==> src/verilog/npw_pkg.sv <==
// Purpose: Shared constants and types of the four-pin port with wake and carrier
// Assumes: Core register port with 8-bit address and 4-bit data
// Notes:   Option straps are sampled while reset is held
package npw_pkg;
  localparam int          DW          = 4;
  localparam int          AW          = 8;
  localparam logic [7:0]  OFF_DIR     = 8'h02;
  localparam logic [7:0]  OFF_DATA    = 8'h03;
  localparam logic [7:0]  OFF_STAT    = 8'h04;
  localparam logic [7:0]  OFF_CLR     = 8'h05;
  localparam logic [7:0]  OFF_IEN     = 8'h06;
  localparam logic [3:0]  DIR_RST     = 4'h0;
  localparam logic [3:0]  DATA_RST    = 4'h0;
  localparam logic [3:0]  IEN_RST     = 4'h0;
  localparam logic [3:0]  STAT_RST    = 4'h0;
  localparam int          CARRIER_PIN = 3;
  localparam int          ANALOG_PIN  = 0;
  localparam logic [11:0] WAKE_VECTOR = 12'h004;
  localparam int          CLK_HZ      = 25000000;
  localparam int          CARRIER_HZ  = 38000;
  localparam int          CAR_HALF    = CLK_HZ / (2 * CARRIER_HZ);
  localparam logic [8:0]  CAR_HALF_M1 = 9'(CAR_HALF - 1);

  typedef struct packed {
    logic       dualEdge;
    logic       carrier;
    logic       schmitt;
    logic       amplifier;
    logic       highPd;
    logic [3:0] wakeEn;
    logic [3:0] medPd;
    logic [3:0] weakPd;
  } npw_opt_t;

  typedef struct packed {
    logic [AW-1:0] addr;
    logic [DW-1:0] wdata;
    logic          wr;
    logic          rd;
  } npw_bus_t;

  typedef struct packed {
    logic [3:0] out;
    logic [3:0] oe;
    logic [3:0] weakPd;
    logic [3:0] medPd;
    logic [3:0] highPd;
    logic       schmittEn;
    logic       ampEn;
    logic       biasEn;
  } npw_pad_t;

  typedef struct packed {
    npw_opt_t    opt;
    logic [3:0]  dir;
    logic [3:0]  data;
    logic [3:0]  sync1;
    logic [3:0]  sync2;
    logic [3:0]  prev;
    logic [3:0]  stat;
    logic [3:0]  ien;
    logic [3:0]  rdata;
    logic [8:0]  carCnt;
    logic        carPh;
    npw_pad_t    pad;
    logic        wake;
    logic        pcLoad;
    logic [11:0] pcVector;
    logic        irq;
  } npw_state_t;
endpackage

==> src/verilog/npw_port.sv <==
// Purpose: Four-pin bidirectional port with halt wake-up, carrier and analog wake controls
// Assumes: mclk keeps running in halt; halt comes from core logic on mclk
// Notes:   Read data stands in the cycle after the read strobe
//
// Summary of operation
// - Each direction bit set makes its pin an output, clear makes an input.
// - Data writes update the output latch, which drives output pins.
// - Reading data returns the latch for output pins.
// - Reading data returns the sensed pin level for input pins.
// - Output pins always have their pull-downs off.
// - Input pins take weak, medium or no pull-down from their option bits.
// - High-value option redirects medium pull-down enables to the 220K resistor.
// - In halt, a rising edge on a wake-enabled pin wakes and loads 0x004.
// - Dual-edge option makes falling edges wake as well.
// - Carrier option drives 38KHz on output pin 3 while data bit 3 is one.
// - In halt, pin 3 output is forced low.
// - Without carrier option, pin 3 is an ordinary port pin outside halt.
// - Schmitt option enables the pin 0 Schmitt wake buffer after reset.
// - Amplifier option removes pin 0 pull-downs and holds pin 0 at bias.
// - Amplifier option enables the pin 0 amplifier wake block after reset.
//
// The address-and-strobe port was left to the implementer.
`timescale 1ns/1ns
`default_nettype none
module npw_port
  import npw_pkg::*;
(
  input  wire logic              mclk,
  input  wire logic              rstn,
  input  wire npw_pkg::npw_bus_t bus,
  output logic [npw_pkg::DW-1:0] rdata,
  input  wire logic              halt,
  input  wire npw_pkg::npw_opt_t opt,
  input  wire logic [3:0]        pinIn,
  output npw_pkg::npw_pad_t      pad,
  output logic                   wakeReq,
  output logic                   pcLoad,
  output logic [11:0]            pcVector,
  output logic                   irq
);
  import npw_pkg::*;

  npw_state_t s;
  npw_state_t next_s;

  logic [3:0] rise;
  logic [3:0] fall;
  logic [3:0] edges;
  logic [3:0] clrMask;
  logic       carTick;
  logic       carOut;
  logic [3:0] drive;

  always_comb begin
    next_s  = s;
    rise    = s.sync2 & ~s.prev;
    fall    = ~s.sync2 & s.prev;
    // Edge set per pin, qualified by its own wake enable
    edges   = s.opt.wakeEn & (rise | (s.opt.dualEdge ? fall : 4'h0));
    clrMask = 4'h0;
    carTick = (s.carCnt == CAR_HALF_M1);

    // Two-stage synchroniser, then one stage of history for edges
    next_s.sync1 = pinIn;
    next_s.sync2 = s.sync1;
    next_s.prev  = s.sync2;

    // Register writes
    if (bus.wr) begin
      case (bus.addr)
        OFF_DIR:  next_s.dir = bus.wdata;
        OFF_DATA: next_s.data = bus.wdata;
        OFF_CLR:  clrMask = bus.wdata;
        OFF_IEN:  next_s.ien = bus.wdata;
        default:  ;
      endcase
    end

    // Read data, one cycle after the strobe; unmapped reads as zero
    next_s.rdata = 4'h0;
    if (bus.rd) begin
      case (bus.addr)
        OFF_DIR:  next_s.rdata = s.dir;
        OFF_DATA: next_s.rdata = (s.dir & s.data) | (~s.dir & s.sync2);
        OFF_STAT: next_s.rdata = s.stat;
        OFF_IEN:  next_s.rdata = s.ien;
        default:  next_s.rdata = 4'h0;
      endcase
    end

    // Sticky wake status: a new event wins over a clear in the same cycle
    next_s.stat = (s.stat & ~clrMask) | edges;
    next_s.irq  = |(next_s.stat & s.ien);

    // Wake from halt loads the fixed vector
    next_s.wake     = halt & (|edges);
    next_s.pcLoad   = halt & (|edges);
    next_s.pcVector = WAKE_VECTOR;

    // Carrier divider runs only while the carrier is asked for
    if (s.opt.carrier && s.dir[CARRIER_PIN] && s.data[CARRIER_PIN]) begin
      next_s.carCnt = carTick ? 9'h000 : s.carCnt + 9'h001;
      next_s.carPh  = carTick ? ~s.carPh : s.carPh;
    end else begin
      next_s.carCnt = 9'h000;
      next_s.carPh  = 1'b0;
    end
    carOut = s.data[CARRIER_PIN] & s.carPh;

    // Pin drive
    drive = s.data;
    if (s.opt.carrier) begin
      drive[CARRIER_PIN] = carOut;
    end
    if (halt) begin
      drive[CARRIER_PIN] = 1'b0;
    end
    next_s.pad.out = drive & s.dir;
    next_s.pad.oe  = s.dir;

    // Pull-downs only on inputs; high-value option redirects medium enables
    next_s.pad.weakPd = s.opt.weakPd & ~s.dir;
    next_s.pad.medPd  = s.opt.highPd ? 4'h0 : (s.opt.medPd & ~s.dir);
    next_s.pad.highPd = s.opt.highPd ? (s.opt.medPd & ~s.dir) : 4'h0;
    if (s.opt.amplifier) begin
      next_s.pad.weakPd[ANALOG_PIN] = 1'b0;
      next_s.pad.medPd[ANALOG_PIN]  = 1'b0;
      next_s.pad.highPd[ANALOG_PIN] = 1'b0;
    end
    next_s.pad.biasEn    = s.opt.amplifier;
    next_s.pad.ampEn     = s.opt.amplifier;
    next_s.pad.schmittEn = s.opt.schmitt;

    // Options never change after reset
    next_s.opt = s.opt;
  end

  always_ff @(posedge mclk) begin
    if (!rstn) begin
      s          <= '0;
      s.dir      <= DIR_RST;
      s.data     <= DATA_RST;
      s.ien      <= IEN_RST;
      s.stat     <= STAT_RST;
      s.pcVector <= WAKE_VECTOR;
      // Straps are caught on every clock while reset is held
      s.opt      <= opt;
    end else begin
      s <= next_s;
    end
  end

  assign rdata    = s.rdata;
  assign pad      = s.pad;
  assign wakeReq  = s.wake;
  assign pcLoad   = s.pcLoad;
  assign pcVector = s.pcVector;
  assign irq      = s.irq;

  // Checks
  a_dir_sets_oe: assert property (@(posedge mclk) disable iff (!rstn)
    $past(rstn) |-> pad.oe == $past(s.dir))
    else $error("output enable does not follow direction");

  a_out_latch_drive: assert property (@(posedge mclk) disable iff (!rstn)
    $past(rstn) && !$past(halt) && !$past(s.opt.carrier) |->
    pad.out == ($past(s.data) & $past(s.dir)))
    else $error("output pins do not carry the latch");

  a_read_data_mix: assert property (@(posedge mclk) disable iff (!rstn)
    bus.rd && bus.addr == OFF_DATA |=>
    rdata == (($past(s.dir) & $past(s.data)) | (~$past(s.dir) & $past(s.sync2))))
    else $error("data read mixes latch and pins wrongly");

  a_pin_read_sync: assert property (@(posedge mclk) disable iff (!rstn)
    bus.rd && bus.addr == OFF_DATA && s.dir == 4'h0 && $past(rstn, 3) |=>
    rdata == $past(pinIn, 3))
    else $error("input read is not the pin level two flops back");

  a_no_pd_output: assert property (@(posedge mclk) disable iff (!rstn)
    $past(rstn) |-> ((pad.weakPd | pad.medPd | pad.highPd) & $past(s.dir)) == 4'h0)
    else $error("pull-down left on an output pin");

  a_med_redirect: assert property (@(posedge mclk) disable iff (!rstn)
    $past(rstn) && s.opt.highPd |-> pad.medPd == 4'h0)
    else $error("medium pull-down on while high-value option set");

  a_wake_vector: assert property (@(posedge mclk) disable iff (!rstn)
    halt && |(s.opt.wakeEn & s.sync2 & ~s.prev) |=> pcLoad && wakeReq
    && pcVector == 12'h004)
    else $error("rising edge in halt did not wake to the vector");

  a_fall_dual: assert property (@(posedge mclk) disable iff (!rstn)
    halt && s.opt.dualEdge && |(s.opt.wakeEn & ~s.sync2 & s.prev) |=> pcLoad)
    else $error("falling edge did not wake in dual-edge mode");

  a_no_fall_single: assert property (@(posedge mclk) disable iff (!rstn)
    !s.opt.dualEdge && !(|(s.opt.wakeEn & s.sync2 & ~s.prev)) |=> !pcLoad)
    else $error("wake without a qualifying rising edge");

  a_carrier_half: assert property (@(posedge mclk) disable iff (!rstn)
    s.opt.carrier && s.dir[3] && s.data[3] && carTick |=> s.carPh != $past(s.carPh))
    else $error("carrier phase did not toggle at half period");

  a_halt_pin3_low: assert property (@(posedge mclk) disable iff (!rstn)
    halt ##1 $past(rstn) |-> !pad.out[3])
    else $error("pin 3 driven high in halt");

  a_amp_pin0: assert property (@(posedge mclk) disable iff (!rstn)
    $past(rstn) && s.opt.amplifier |->
    !pad.weakPd[0] && !pad.medPd[0] && !pad.highPd[0] && pad.biasEn && pad.ampEn)
    else $error("amplifier option left pin 0 pull-downs or bias wrong");

  a_schmitt_en: assert property (@(posedge mclk) disable iff (!rstn)
    $past(rstn) |-> pad.schmittEn == s.opt.schmitt)
    else $error("Schmitt buffer enable not from its option");

  a_opt_static: assert property (@(posedge mclk) disable iff (!rstn)
    $past(rstn) |-> $stable(s.opt))
    else $error("options changed after reset");

  a_irq_level: assert property (@(posedge mclk) disable iff (!rstn)
    $past(rstn) |-> irq == |($past(next_s.stat) & $past(s.ien)))
    else $error("interrupt does not follow enabled status");

  // Register bus side
  a_rdata_idle: assert property (@(posedge mclk) disable iff (!rstn)
    !bus.rd |=> rdata == 4'h0)
    else $error("read data not zero outside a read");

  a_read_dir: assert property (@(posedge mclk) disable iff (!rstn)
    bus.rd && bus.addr == OFF_DIR |=> rdata == $past(s.dir))
    else $error("direction read back wrong");

  a_read_ien: assert property (@(posedge mclk) disable iff (!rstn)
    bus.rd && bus.addr == OFF_IEN |=> rdata == $past(s.ien))
    else $error("interrupt enable read back wrong");

  a_read_clr_zero: assert property (@(posedge mclk) disable iff (!rstn)
    bus.rd && bus.addr == OFF_CLR |=> rdata == 4'h0)
    else $error("write-only clear register read as nonzero");

  a_dir_write: assert property (@(posedge mclk) disable iff (!rstn)
    bus.wr && bus.addr == OFF_DIR |=> s.dir == $past(bus.wdata))
    else $error("direction write did not land");

  a_data_write: assert property (@(posedge mclk) disable iff (!rstn)
    bus.wr && bus.addr == OFF_DATA |=> s.data == $past(bus.wdata))
    else $error("data write did not land in the latch");

  a_ien_write: assert property (@(posedge mclk) disable iff (!rstn)
    bus.wr && bus.addr == OFF_IEN |=> s.ien == $past(bus.wdata))
    else $error("interrupt enable write did not land");

  // Status and wake side
  a_stat_sticky: assert property (@(posedge mclk) disable iff (!rstn)
    !(bus.wr && bus.addr == OFF_CLR) |=> (s.stat & $past(s.stat)) == $past(s.stat))
    else $error("status bit lost without a clear");

  a_set_wins: assert property (@(posedge mclk) disable iff (!rstn)
    bus.wr && bus.addr == OFF_CLR && (edges & bus.wdata) != 4'h0 |=>
    (s.stat & $past(edges)) == $past(edges))
    else $error("clear beat a wake event in the same cycle");

  a_wake_needs_halt: assert property (@(posedge mclk) disable iff (!rstn)
    !halt |=> !wakeReq)
    else $error("wake request outside halt");

  a_wake_pc_pair: assert property (@(posedge mclk) disable iff (!rstn)
    wakeReq == pcLoad)
    else $error("wake request and vector load disagree");

  a_vector_const: assert property (@(posedge mclk) disable iff (!rstn)
    pcVector == WAKE_VECTOR)
    else $error("wake vector not the fixed address");

  a_no_wake_off: assert property (@(posedge mclk) disable iff (!rstn)
    halt && s.opt.wakeEn == 4'h0 |=> !wakeReq)
    else $error("wake from a pin without wake enable");

  a_sync_chain: assert property (@(posedge mclk) disable iff (!rstn)
    $past(rstn) |-> s.sync2 == $past(s.sync1))
    else $error("second synchroniser stage not fed by the first");

  a_irq_stat: assert property (@(posedge mclk) disable iff (!rstn)
    $past(rstn) |-> irq == |(s.stat & $past(s.ien)))
    else $error("interrupt does not match registered status");

  // Carrier side
  a_carrier_low: assert property (@(posedge mclk) disable iff (!rstn)
    $past(rstn) && s.opt.carrier && !$past(s.data[CARRIER_PIN]) |->
    !pad.out[CARRIER_PIN])
    else $error("pin 3 not low while its data bit is zero");

  a_carrier_idle: assert property (@(posedge mclk) disable iff (!rstn)
    !(s.opt.carrier && s.dir[CARRIER_PIN] && s.data[CARRIER_PIN]) |=>
    s.carCnt == 9'h000 && !s.carPh)
    else $error("carrier divider runs while not asked for");

  a_carcnt_range: assert property (@(posedge mclk) disable iff (!rstn)
    s.carCnt <= CAR_HALF_M1)
    else $error("carrier divider past its half period");

  // Pull-down and analog side
  a_weak_input: assert property (@(posedge mclk) disable iff (!rstn)
    $past(rstn) && !s.opt.amplifier |->
    pad.weakPd == (s.opt.weakPd & ~$past(s.dir)))
    else $error("weak pull-downs do not follow options and direction");

  a_high_redirect: assert property (@(posedge mclk) disable iff (!rstn)
    $past(rstn) && s.opt.highPd && !s.opt.amplifier |->
    pad.highPd == (s.opt.medPd & ~$past(s.dir)))
    else $error("high-value pull-downs do not take the medium enables");

  a_amp_blocks: assert property (@(posedge mclk) disable iff (!rstn)
    $past(rstn) |-> pad.ampEn == s.opt.amplifier && pad.biasEn == s.opt.amplifier)
    else $error("amplifier block or bias not from its option");

  c_wake_halt: cover property (@(posedge mclk) disable iff (!rstn) halt ##1 pcLoad);
  c_carrier_on: cover property (@(posedge mclk) disable iff (!rstn)
    s.opt.carrier && pad.out[3] && !halt);
  c_irq_clear: cover property (@(posedge mclk) disable iff (!rstn) irq ##[1:8] !irq);
  c_read_input: cover property (@(posedge mclk) disable iff (!rstn)
    bus.rd && bus.addr == OFF_DATA && s.dir != 4'hf);
endmodule
`default_nettype wire

==> config.mk <==
export PLATFORM = sky130hd
export DESIGN_NAME = npw_port
export DESIGN_NICKNAME = d
export VERILOG_FILES = /design/src/verilog/npw_pkg.sv /design/src/verilog/npw_port.sv
export SDC_FILE = /design/constraint.sdc
export NUM_CORES = 1
export LEC_CHECK = 0
export ABC_AREA = 1
export ABC_CLOCK_PERIOD_IN_PS = 2050
export BUFFER_PORTS_ARGS = -buffer_cell sky130_fd_sc_hd__buf_2
export CAP_MARGIN = 20
export CORE_AREA = 2 2 93 77
export DETAILED_ROUTE_END_ITERATION = 8
export DIE_AREA = 0 0 95 79
export PLACE_DENSITY = 0.74
export SLEW_MARGIN = 20
export SYNTH_ARGS = -nofsm -noshare
export SYNTH_HDL_FRONTEND = slang
export SYNTH_SLANG_ARGS = --single-unit
==> constraint.sdc <==
create_clock -name mclk -period 2.05 [get_ports mclk]
set_input_delay 0.3075 -clock mclk [delete_from_list [all_inputs] [get_ports mclk]]
set_output_delay 0.3075 -clock mclk [all_outputs]
set_load 0.02 [all_outputs]
==> results of run 1 <==
[worst reg2reg max path, stage by stage (launching register included)]
cell,delay (ns)
dfxtp_1,0.36
ha_1,0.17
nand2_1,0.07
nor3_1,0.26
inv_1,0.10
nor4_1,0.20
nor3_1,0.08
[power by group through the flow]
stage	Combinational, W	Sequential (W)	Clock [W]
final	0.000204	0.00174	0.00122
after global routing	0.000229	0.00175	0.00133
after CTS	0.000206	0.00174	0.00126
after detailed placement	0.000206	0.00178	0
after global placement	0.000201	0.00178	0
after floorplan	0.000167	0.00178	0
[cell type report]
| class | count | share of cell area [%] |
|---|---|---|
| clock buffer | 11 | 4.325 |
| clock inverter | 5 | 1.564 |
| inverter | 59 | 5.888 |
| multi-input combinational | 205 | 27.11 |
| sequential | 83 | 48.70 |
| tap | 87 | 2.894 |
| timing repair buffer | 70 | 9.514 |
[flip-flops by register name (all words and copies together), names as in the netlist]
| register | flops |
|---|---|
| pad | 22 |
| drive | 3 |
| next_s | 29 |
| rdata | 4 |
| irq | 1 |
| s | 23 |
| pcLoad | 1 |
[cells by family (layout without fill, tap and decap cells)]
logic type               count (synthesis)  count (layout)
XOR/XNOR                                 2               2
AND/OR/NAND/NOR                        150             150
flip-flops                              83              83
other                                    2              12
AO/OA/AOI/OAI                           40              40
buffers and inverters                  106             145
adder cells (fa/ha/maj)                  1               1
[cells in the mapped netlist, types with 4 or more instances]
cell | count | area [µm²]
o21ai_1 | 10 | 50.05
o21ai_0 | 9 | 45.04
a21oi_1 | 10 | 50.05
nand3_1 | 22 | 110.1
nor2_1 | 31 | 116.4
nor3_1 | 12 | 60.06
edfxtp_1 | 17 | 510.5
nor4_1 | 5 | 31.28
dfxtp_1 | 66 | 1321
inv_1 | 56 | 210.2
a211oi_1 | 4 | 30.03
nand2_1 | 64 | 240.2
buf_4 | 41 | 307.8
[routing by layer]
metal	vias up	routed length, µm	GRT usage [%]
met1	1059	2663	22.21
met5	-	0	0
met4	0	60	5.217
met2	72	2753	26.95
li1	1262	-	-
met3	6	465	5.028
[worst paths after layout]
kind               from          to  depth (start not counted)
max               s[39]       s[47]                          6
min              opt[7]  next_s[87]                          1
max reg2reg       s[39]       s[47]                          6
min reg2reg  next_s[66]  next_s[62]                          2
[cells in the final DEF (no fill, tap or decap), types with 12 or more instances in the layout]
cell	synthesis	routed
buf_2	3	67
dfxtp_1	66	66
nand2_1	64	64
inv_1	56	56
nor2_1	31	31
nand3_1	22	22
edfxtp_1	17	17
nor3_1	12	12
conb_1	2	12
[stage by stage]
stage | std cells | worst slack [ns]
CTS | 520 | 0.7070
finish | 520 | 0.7026
floorplan | 394 | 0.4802
global placement | 504 | 0.5841
global route | 520 | 0.5352
detailed placement | 504 | 0.5309
==> flow_metrics.env, run 1 <==
export IMPL_dieArea_um2=7505
export IMPL_slew_viol_final=0
export IMPL_numPortBuffers=67
export IMPL_status="completed"
export IMPL_start_util_pct=50.74
export IMPL_track_usage_pct=16.90
export IMPL_total_power_w=0.003172
export IMPL_core_um2=6655
export IMPL_vias=2399
export IMPL_multi_input_area_um2=1020
export IMPL_fin_crit_ns=1.347
export IMPL_pwr_share_clk_pct=38.6
export IMPL_cts_root_buf="clkbuf_8"
export IMPL_cts_buffers_inserted=9
export IMPL_synth_area_mux_share_pct=0
export IMPL_viasPerCell=4.613
export IMPL_crit_top_cell="nor3_1"
export IMPL_diodes=0
export IMPL_cts_hold_buf=0
export IMPL_crit_type="flip-flop to flip-flop"
export IMPL_syn_to_final_growth_pct=11.37
export IMPL_final_cell_area_um2=3761
export IMPL_hold_slack_ns=0.1392
export IMPL_cts_buffer_depth=2
export IMPL_post_cts_buffers=0
export IMPL_synth_compound_area_share_pct=6.632
export IMPL_hold_viol_final=0
export IMPL_p_sw_w=0.0007136
export IMPL_clk_pin_slew_ns=0.08
export IMPL_drc=0
export IMPL_synth_adder_area_share_pct=0.3705
export IMPL_critical_path_max_stage_delay_ns=0.36
export IMPL_clock_sinks=83
export IMPL_ys_types=35
export IMPL_syn_inst=384
export IMPL_first_pass_iters=4
export IMPL_worstPathArrival_ns=1.57
export IMPL_grt_max_degree=19
export IMPL_drv_cap=0
export IMPL_reg2reg_setup_slack_ns=0.70
export IMPL_place_congestion=0.8563
export IMPL_drive_gt1_share_pct=22.86
export IMPL_n_fill_cell=631
export IMPL_path_delay_family="simple AND/OR/NAND/NOR gates"
export IMPL_required_ns=2.27
export IMPL_post_dp_cell_area_um2=3540
export IMPL_io_pins=80
export IMPL_path_buf_inv=1
export IMPL_syn_area_um2=3377
export IMPL_yosys_register_bits=83
export IMPL_cp_slowest_cell="dfxtp_1"
export IMPL_die_x_um=95
export IMPL_fin_tns_setup_ns=0
export IMPL_ant_nets=0
export IMPL_grt_pass1_vias=2134
export IMPL_crit_path_start_kind="flip-flop"
export IMPL_rows=27
export IMPL_crit_path_cell_trace="ha_1 > nand2_1 > nor3_1 > inv_1 > nor4_1 > nor3_1"
export IMPL_rsz0062_at_grt="no"
export IMPL_synth_simple_area_share_pct=21.34
export IMPL_seq_area_um2=1832
export IMPL_fin_util_pct=56.51
export IMPL_dp_hpwl_um=4532
export IMPL_drt_iter0_drc=125
export IMPL_clk_latency_ns=0.34
export IMPL_finalClockSkew_ns=0.007787
export IMPL_p_seq_share_pct=55.0
export IMPL_ir_drop_mv=0.4712
export IMPL_cts_tree="yes"
export IMPL_postCtsResizedCells=0
export IMPL_p_int_w=0.002459
export IMPL_wl_per_cell_um=11.43
export IMPL_ctsHtreeMaxLevel=3
export IMPL_die_h_um=79
export IMPL_p_comb_share_pct=6.4
export IMPL_synth_edf_count=17
export IMPL_p_leak_nw=1.774
export IMPL_min_path_type="primary input to flip-flop"
export IMPL_max_clock_freq_mhz=742.2
export IMPL_timing_final_crit_share_pct=65.72
export IMPL_grt_pass1_wl_um=9687
export IMPL_critPathMaxFanout=3
export IMPL_synth_seq_area_share_pct=54.24
export IMPL_swShare_pct=22.49
export IMPL_async_reset_ff_share_pct=0
export IMPL_synth_top_family_by_area="simple AND/OR/NAND/NOR gates"
export IMPL_antenna_found_initial=0
export IMPL_nets=467
export IMPL_avgSynthCellArea_um2=8.794
export IMPL_grt_overflow=0
export IMPL_p_per_area_nw_per_um2=843.5
export IMPL_routed_wirelength_um=5942
export IMPL_ys_warnings_count=0
export IMPL_setup_viol_count_final=0
export IMPL_synthFlopType="dfxtp_1"
export IMPL_yosys_area_share_xor_xnor_pct=0.5187
export IMPL_worst_setup_path_end_kind="flip-flop"
Power figures use the tool's default switching activity.
==> run 2: changes to the inputs <==
--- a/config.mk
+++ b/config.mk
@@ -5,13 +5,13 @@
 export SDC_FILE = /design/constraint.sdc
 export NUM_CORES = 1
 export LEC_CHECK = 0
-export ABC_AREA = 1
-export ABC_CLOCK_PERIOD_IN_PS = 2050
+export ABC_AREA = 0
+export ABC_CLOCK_PERIOD_IN_PS = 1270
 export BUFFER_PORTS_ARGS = -buffer_cell sky130_fd_sc_hd__buf_2
 export CAP_MARGIN = 20
-export CORE_AREA = 2 2 93 77
+export CORE_AREA = 2 2 92 76
 export DETAILED_ROUTE_END_ITERATION = 8
-export DIE_AREA = 0 0 95 79
+export DIE_AREA = 0 0 94 78
 export PLACE_DENSITY = 0.74
 export SLEW_MARGIN = 20
 export SYNTH_ARGS = -nofsm -noshare
==> constraint.sdc (replaced) <==
create_clock -name mclk -period 1.27 [get_ports mclk]
set_input_delay 0.1905 -clock mclk [delete_from_list [all_inputs] [get_ports mclk]]
set_output_delay 0.1905 -clock mclk [all_outputs]
set_load 0.02 [all_outputs]
==> run 2 against run 1 <==
The flow now finishes with violations (negative setup slack). Non-clock buffer count up 56. First-iteration DRC count down 22%. Critical endpoint is now next_s[32]. Highest routed layer unchanged. Cell count down 5.2%. Wire length up 12%. Synthesized cell count down 20%.
==> flow_metrics.env, run 2 <==
export IMPL_status="finished with violations"
export IMPL_violations="negative setup slack"
export IMPL_clk_pin_slew_ns=0.08
export IMPL_first_pass_iters=4
export IMPL_place_congestion=0.8365
export IMPL_grt_pass1_vias=2278
export IMPL_nets=443
export IMPL_synthTopCellsByCount="dfxtp_1 (66), buf_4 (40), nor2_1 (30)"
export IMPL_drt_iter0_drc=97
export IMPL_ys_warnings_count=0
export IMPL_io_pins=80
export IMPL_reg2reg_setup_slack_ns=-0.17
export IMPL_cts_tree="yes"
export IMPL_p_per_area_nw_per_um2=1208
export IMPL_rsz0062_at_grt="yes"
export IMPL_netlist_top_cells_area="dfxtp_1 (40%), edfxtp_1 (15%), buf_4 (9.1%)"
export IMPL_syn_area_um2=3296
export IMPL_drive_gt1_share_pct=38.39
export IMPL_clk_latency_ns=0.35
export IMPL_fin_tns_setup_ns=-1.853
export IMPL_post_dp_cell_area_um2=3747
export IMPL_crit_path_start_kind="primary input"
export IMPL_drv_cap=0
export IMPL_cts_root_buf="clkbuf_8"
export IMPL_vias=2366
export IMPL_ys_types=38
export IMPL_diodes=0
export IMPL_die_x_um=94
export IMPL_dp_hpwl_um=4517
export IMPL_path_delay_family="simple AND/OR/NAND/NOR gates"
export IMPL_grt_overflow=0
export IMPL_avgSynthCellArea_um2=10.67
export IMPL_antenna_found_initial=0
export IMPL_n_fill_cell=479
export IMPL_fin_crit_ns=1.469
export IMPL_wl_per_cell_um=13.50
export IMPL_required_ns=1.51
export IMPL_core_um2=6344
export IMPL_rows=26
export IMPL_ant_nets=0
export IMPL_dp_worst_setup_slack_ns=-0.6469
export IMPL_synth_top_area_share_pct=40.09
export IMPL_layout_setup_ws_ns=-0.1994
export IMPL_min_path_type="primary input to flip-flop"
export IMPL_total_power_w=0.005200
export IMPL_syn_inst=309
export IMPL_synth_top_area_cell="dfxtp_1"
export IMPL_drc=0
export IMPL_synth_most_common_cell="dfxtp_1"
export IMPL_numPortBuffers=67
export IMPL_timing_final_crit_share_pct=115.7
export IMPL_yosys_register_bits=83
export IMPL_cp_slowest_cell="or4_4"
export IMPL_cts_buffer_depth=2
export IMPL_synth_edf_count=17
export IMPL_crit_top_cell="or4_4"
export IMPL_critPathMaxFanout=7
export IMPL_synthFlopType="dfxtp_1"
export IMPL_setup_viol_count_final=13
export IMPL_synth_seq_area_share_pct=55.58
export IMPL_largest_reg_flops=29
export IMPL_dieArea_um2=7332
export IMPL_viasPerCell=4.799
export IMPL_crit_type="primary input to flip-flop"
export IMPL_critical_path_max_stage_delay_ns=0.64
export IMPL_max_clock_freq_mhz=680.5
export IMPL_slew_viol_final=0
export IMPL_worst_setup_path_end_kind="flip-flop"
export IMPL_syn_to_final_growth_pct=30.60
export IMPL_routed_wirelength_um=6655
export IMPL_hold_slack_ns=0.02433
export IMPL_finalClockSkew_ns=0.005759
export IMPL_hold_viol_final=0
export IMPL_p_leak_nw=1.840
export IMPL_final_cell_area_um2=4304
export IMPL_crit_path_cell_trace="buf_6 > or4_4 > or4_4 > mux2i_1 > nor2_1"
export IMPL_ir_drop_mv=1.060
export IMPL_ctsHtreeMaxLevel=3
export IMPL_start_util_pct=51.95
export IMPL_track_usage_pct=18.60
export IMPL_async_reset_ff_share_pct=0
export IMPL_grt_pass1_wl_um=10660
export IMPL_worstPathArrival_ns=1.71
export IMPL_die_h_um=78
export IMPL_final_common_cell="buf_2"
export IMPL_path_buf_inv=1
export IMPL_cts_buffers_inserted=9
export IMPL_clock_sinks=83
export IMPL_grt_max_degree=24
export IMPL_layout_common_cells="buf_2 (66), dfxtp_1 (61), buf_4 (40)"
## run 2: logic make-up (layout without fill, tap and decap cells)
logic type      count (synthesis)  in the layout  synth area share (%)
flops                          83             83                 55.58
xor+xnor                        8              8                 2.126
buf+inv                        60            150                 11.84
mux                            12             12                 3.645
simple gates                  107            107                 19.25
fa+ha+maj                       1              1                0.3796
other cells                     2             12                0.2279
compound gates                 36             36                 6.948
## run 2: layout make-up
type | count | area [µm²] | area share [%]
clock inverter | 7 | 81.33 | 1.890
multi-input combinational | 176 | 1277 | 29.68
tap | 84 | 105.1 | 2.442
sequential | 83 | 1841 | 42.76
timing repair buffer | 126 | 845.8 | 19.65
inverter | 8 | 30.03 | 0.6977
clock buffer | 9 | 123.9 | 2.878
## run 2: worst paths after layout
path	cells after the start	end	startpoint
setup / recovery	5	next_s[32]	bus[12]
hold reg to reg	1	next_s[60]	next_s[64]
setup reg to reg	5	irq	next_s[96]
hold / removal	1	next_s[95]	opt[15]
## run 2: power by group
part	internal (W)	total [W]	leakage, nW	switching, W
sequential	0.00278	0.00282	0.706	0.0000414
combinational	0.000210	0.000449	1.03	0.000239
clock	0.000943	0.00193	0.107	0.000987
## run 2: metal layers
layer / global-route usage, % / share of wire (%) / vias up
li1: - / - / 1182
met2: 28.93 / 47 / 79
met3: 6.602 / 5.8 / 10
met1: 24.70 / 46 / 1095
met5: 0 / 0 / -
met4: 4.928 / 1.0 / 0
## run 2: metrics by stage
step,utilization (%),cells
final,67.85,493
after global routing,67.85,493
after CTS,65.52,490
after detailed placement,59.07,460
after global placement,59.07,460
after floorplan,-,319
## run 2: what timing repair did
| action | CTS | global route |
|---|---|---|
| setup endpoints to repair | 15 | 27 |
| hold endpoints to repair | 14 | 1 |
| resized for setup | 17 | 27 |
| buffers inserted | 1 | 4 |
| hold buffers | 14 | 1 |
| pin swaps | 13 | 16 |
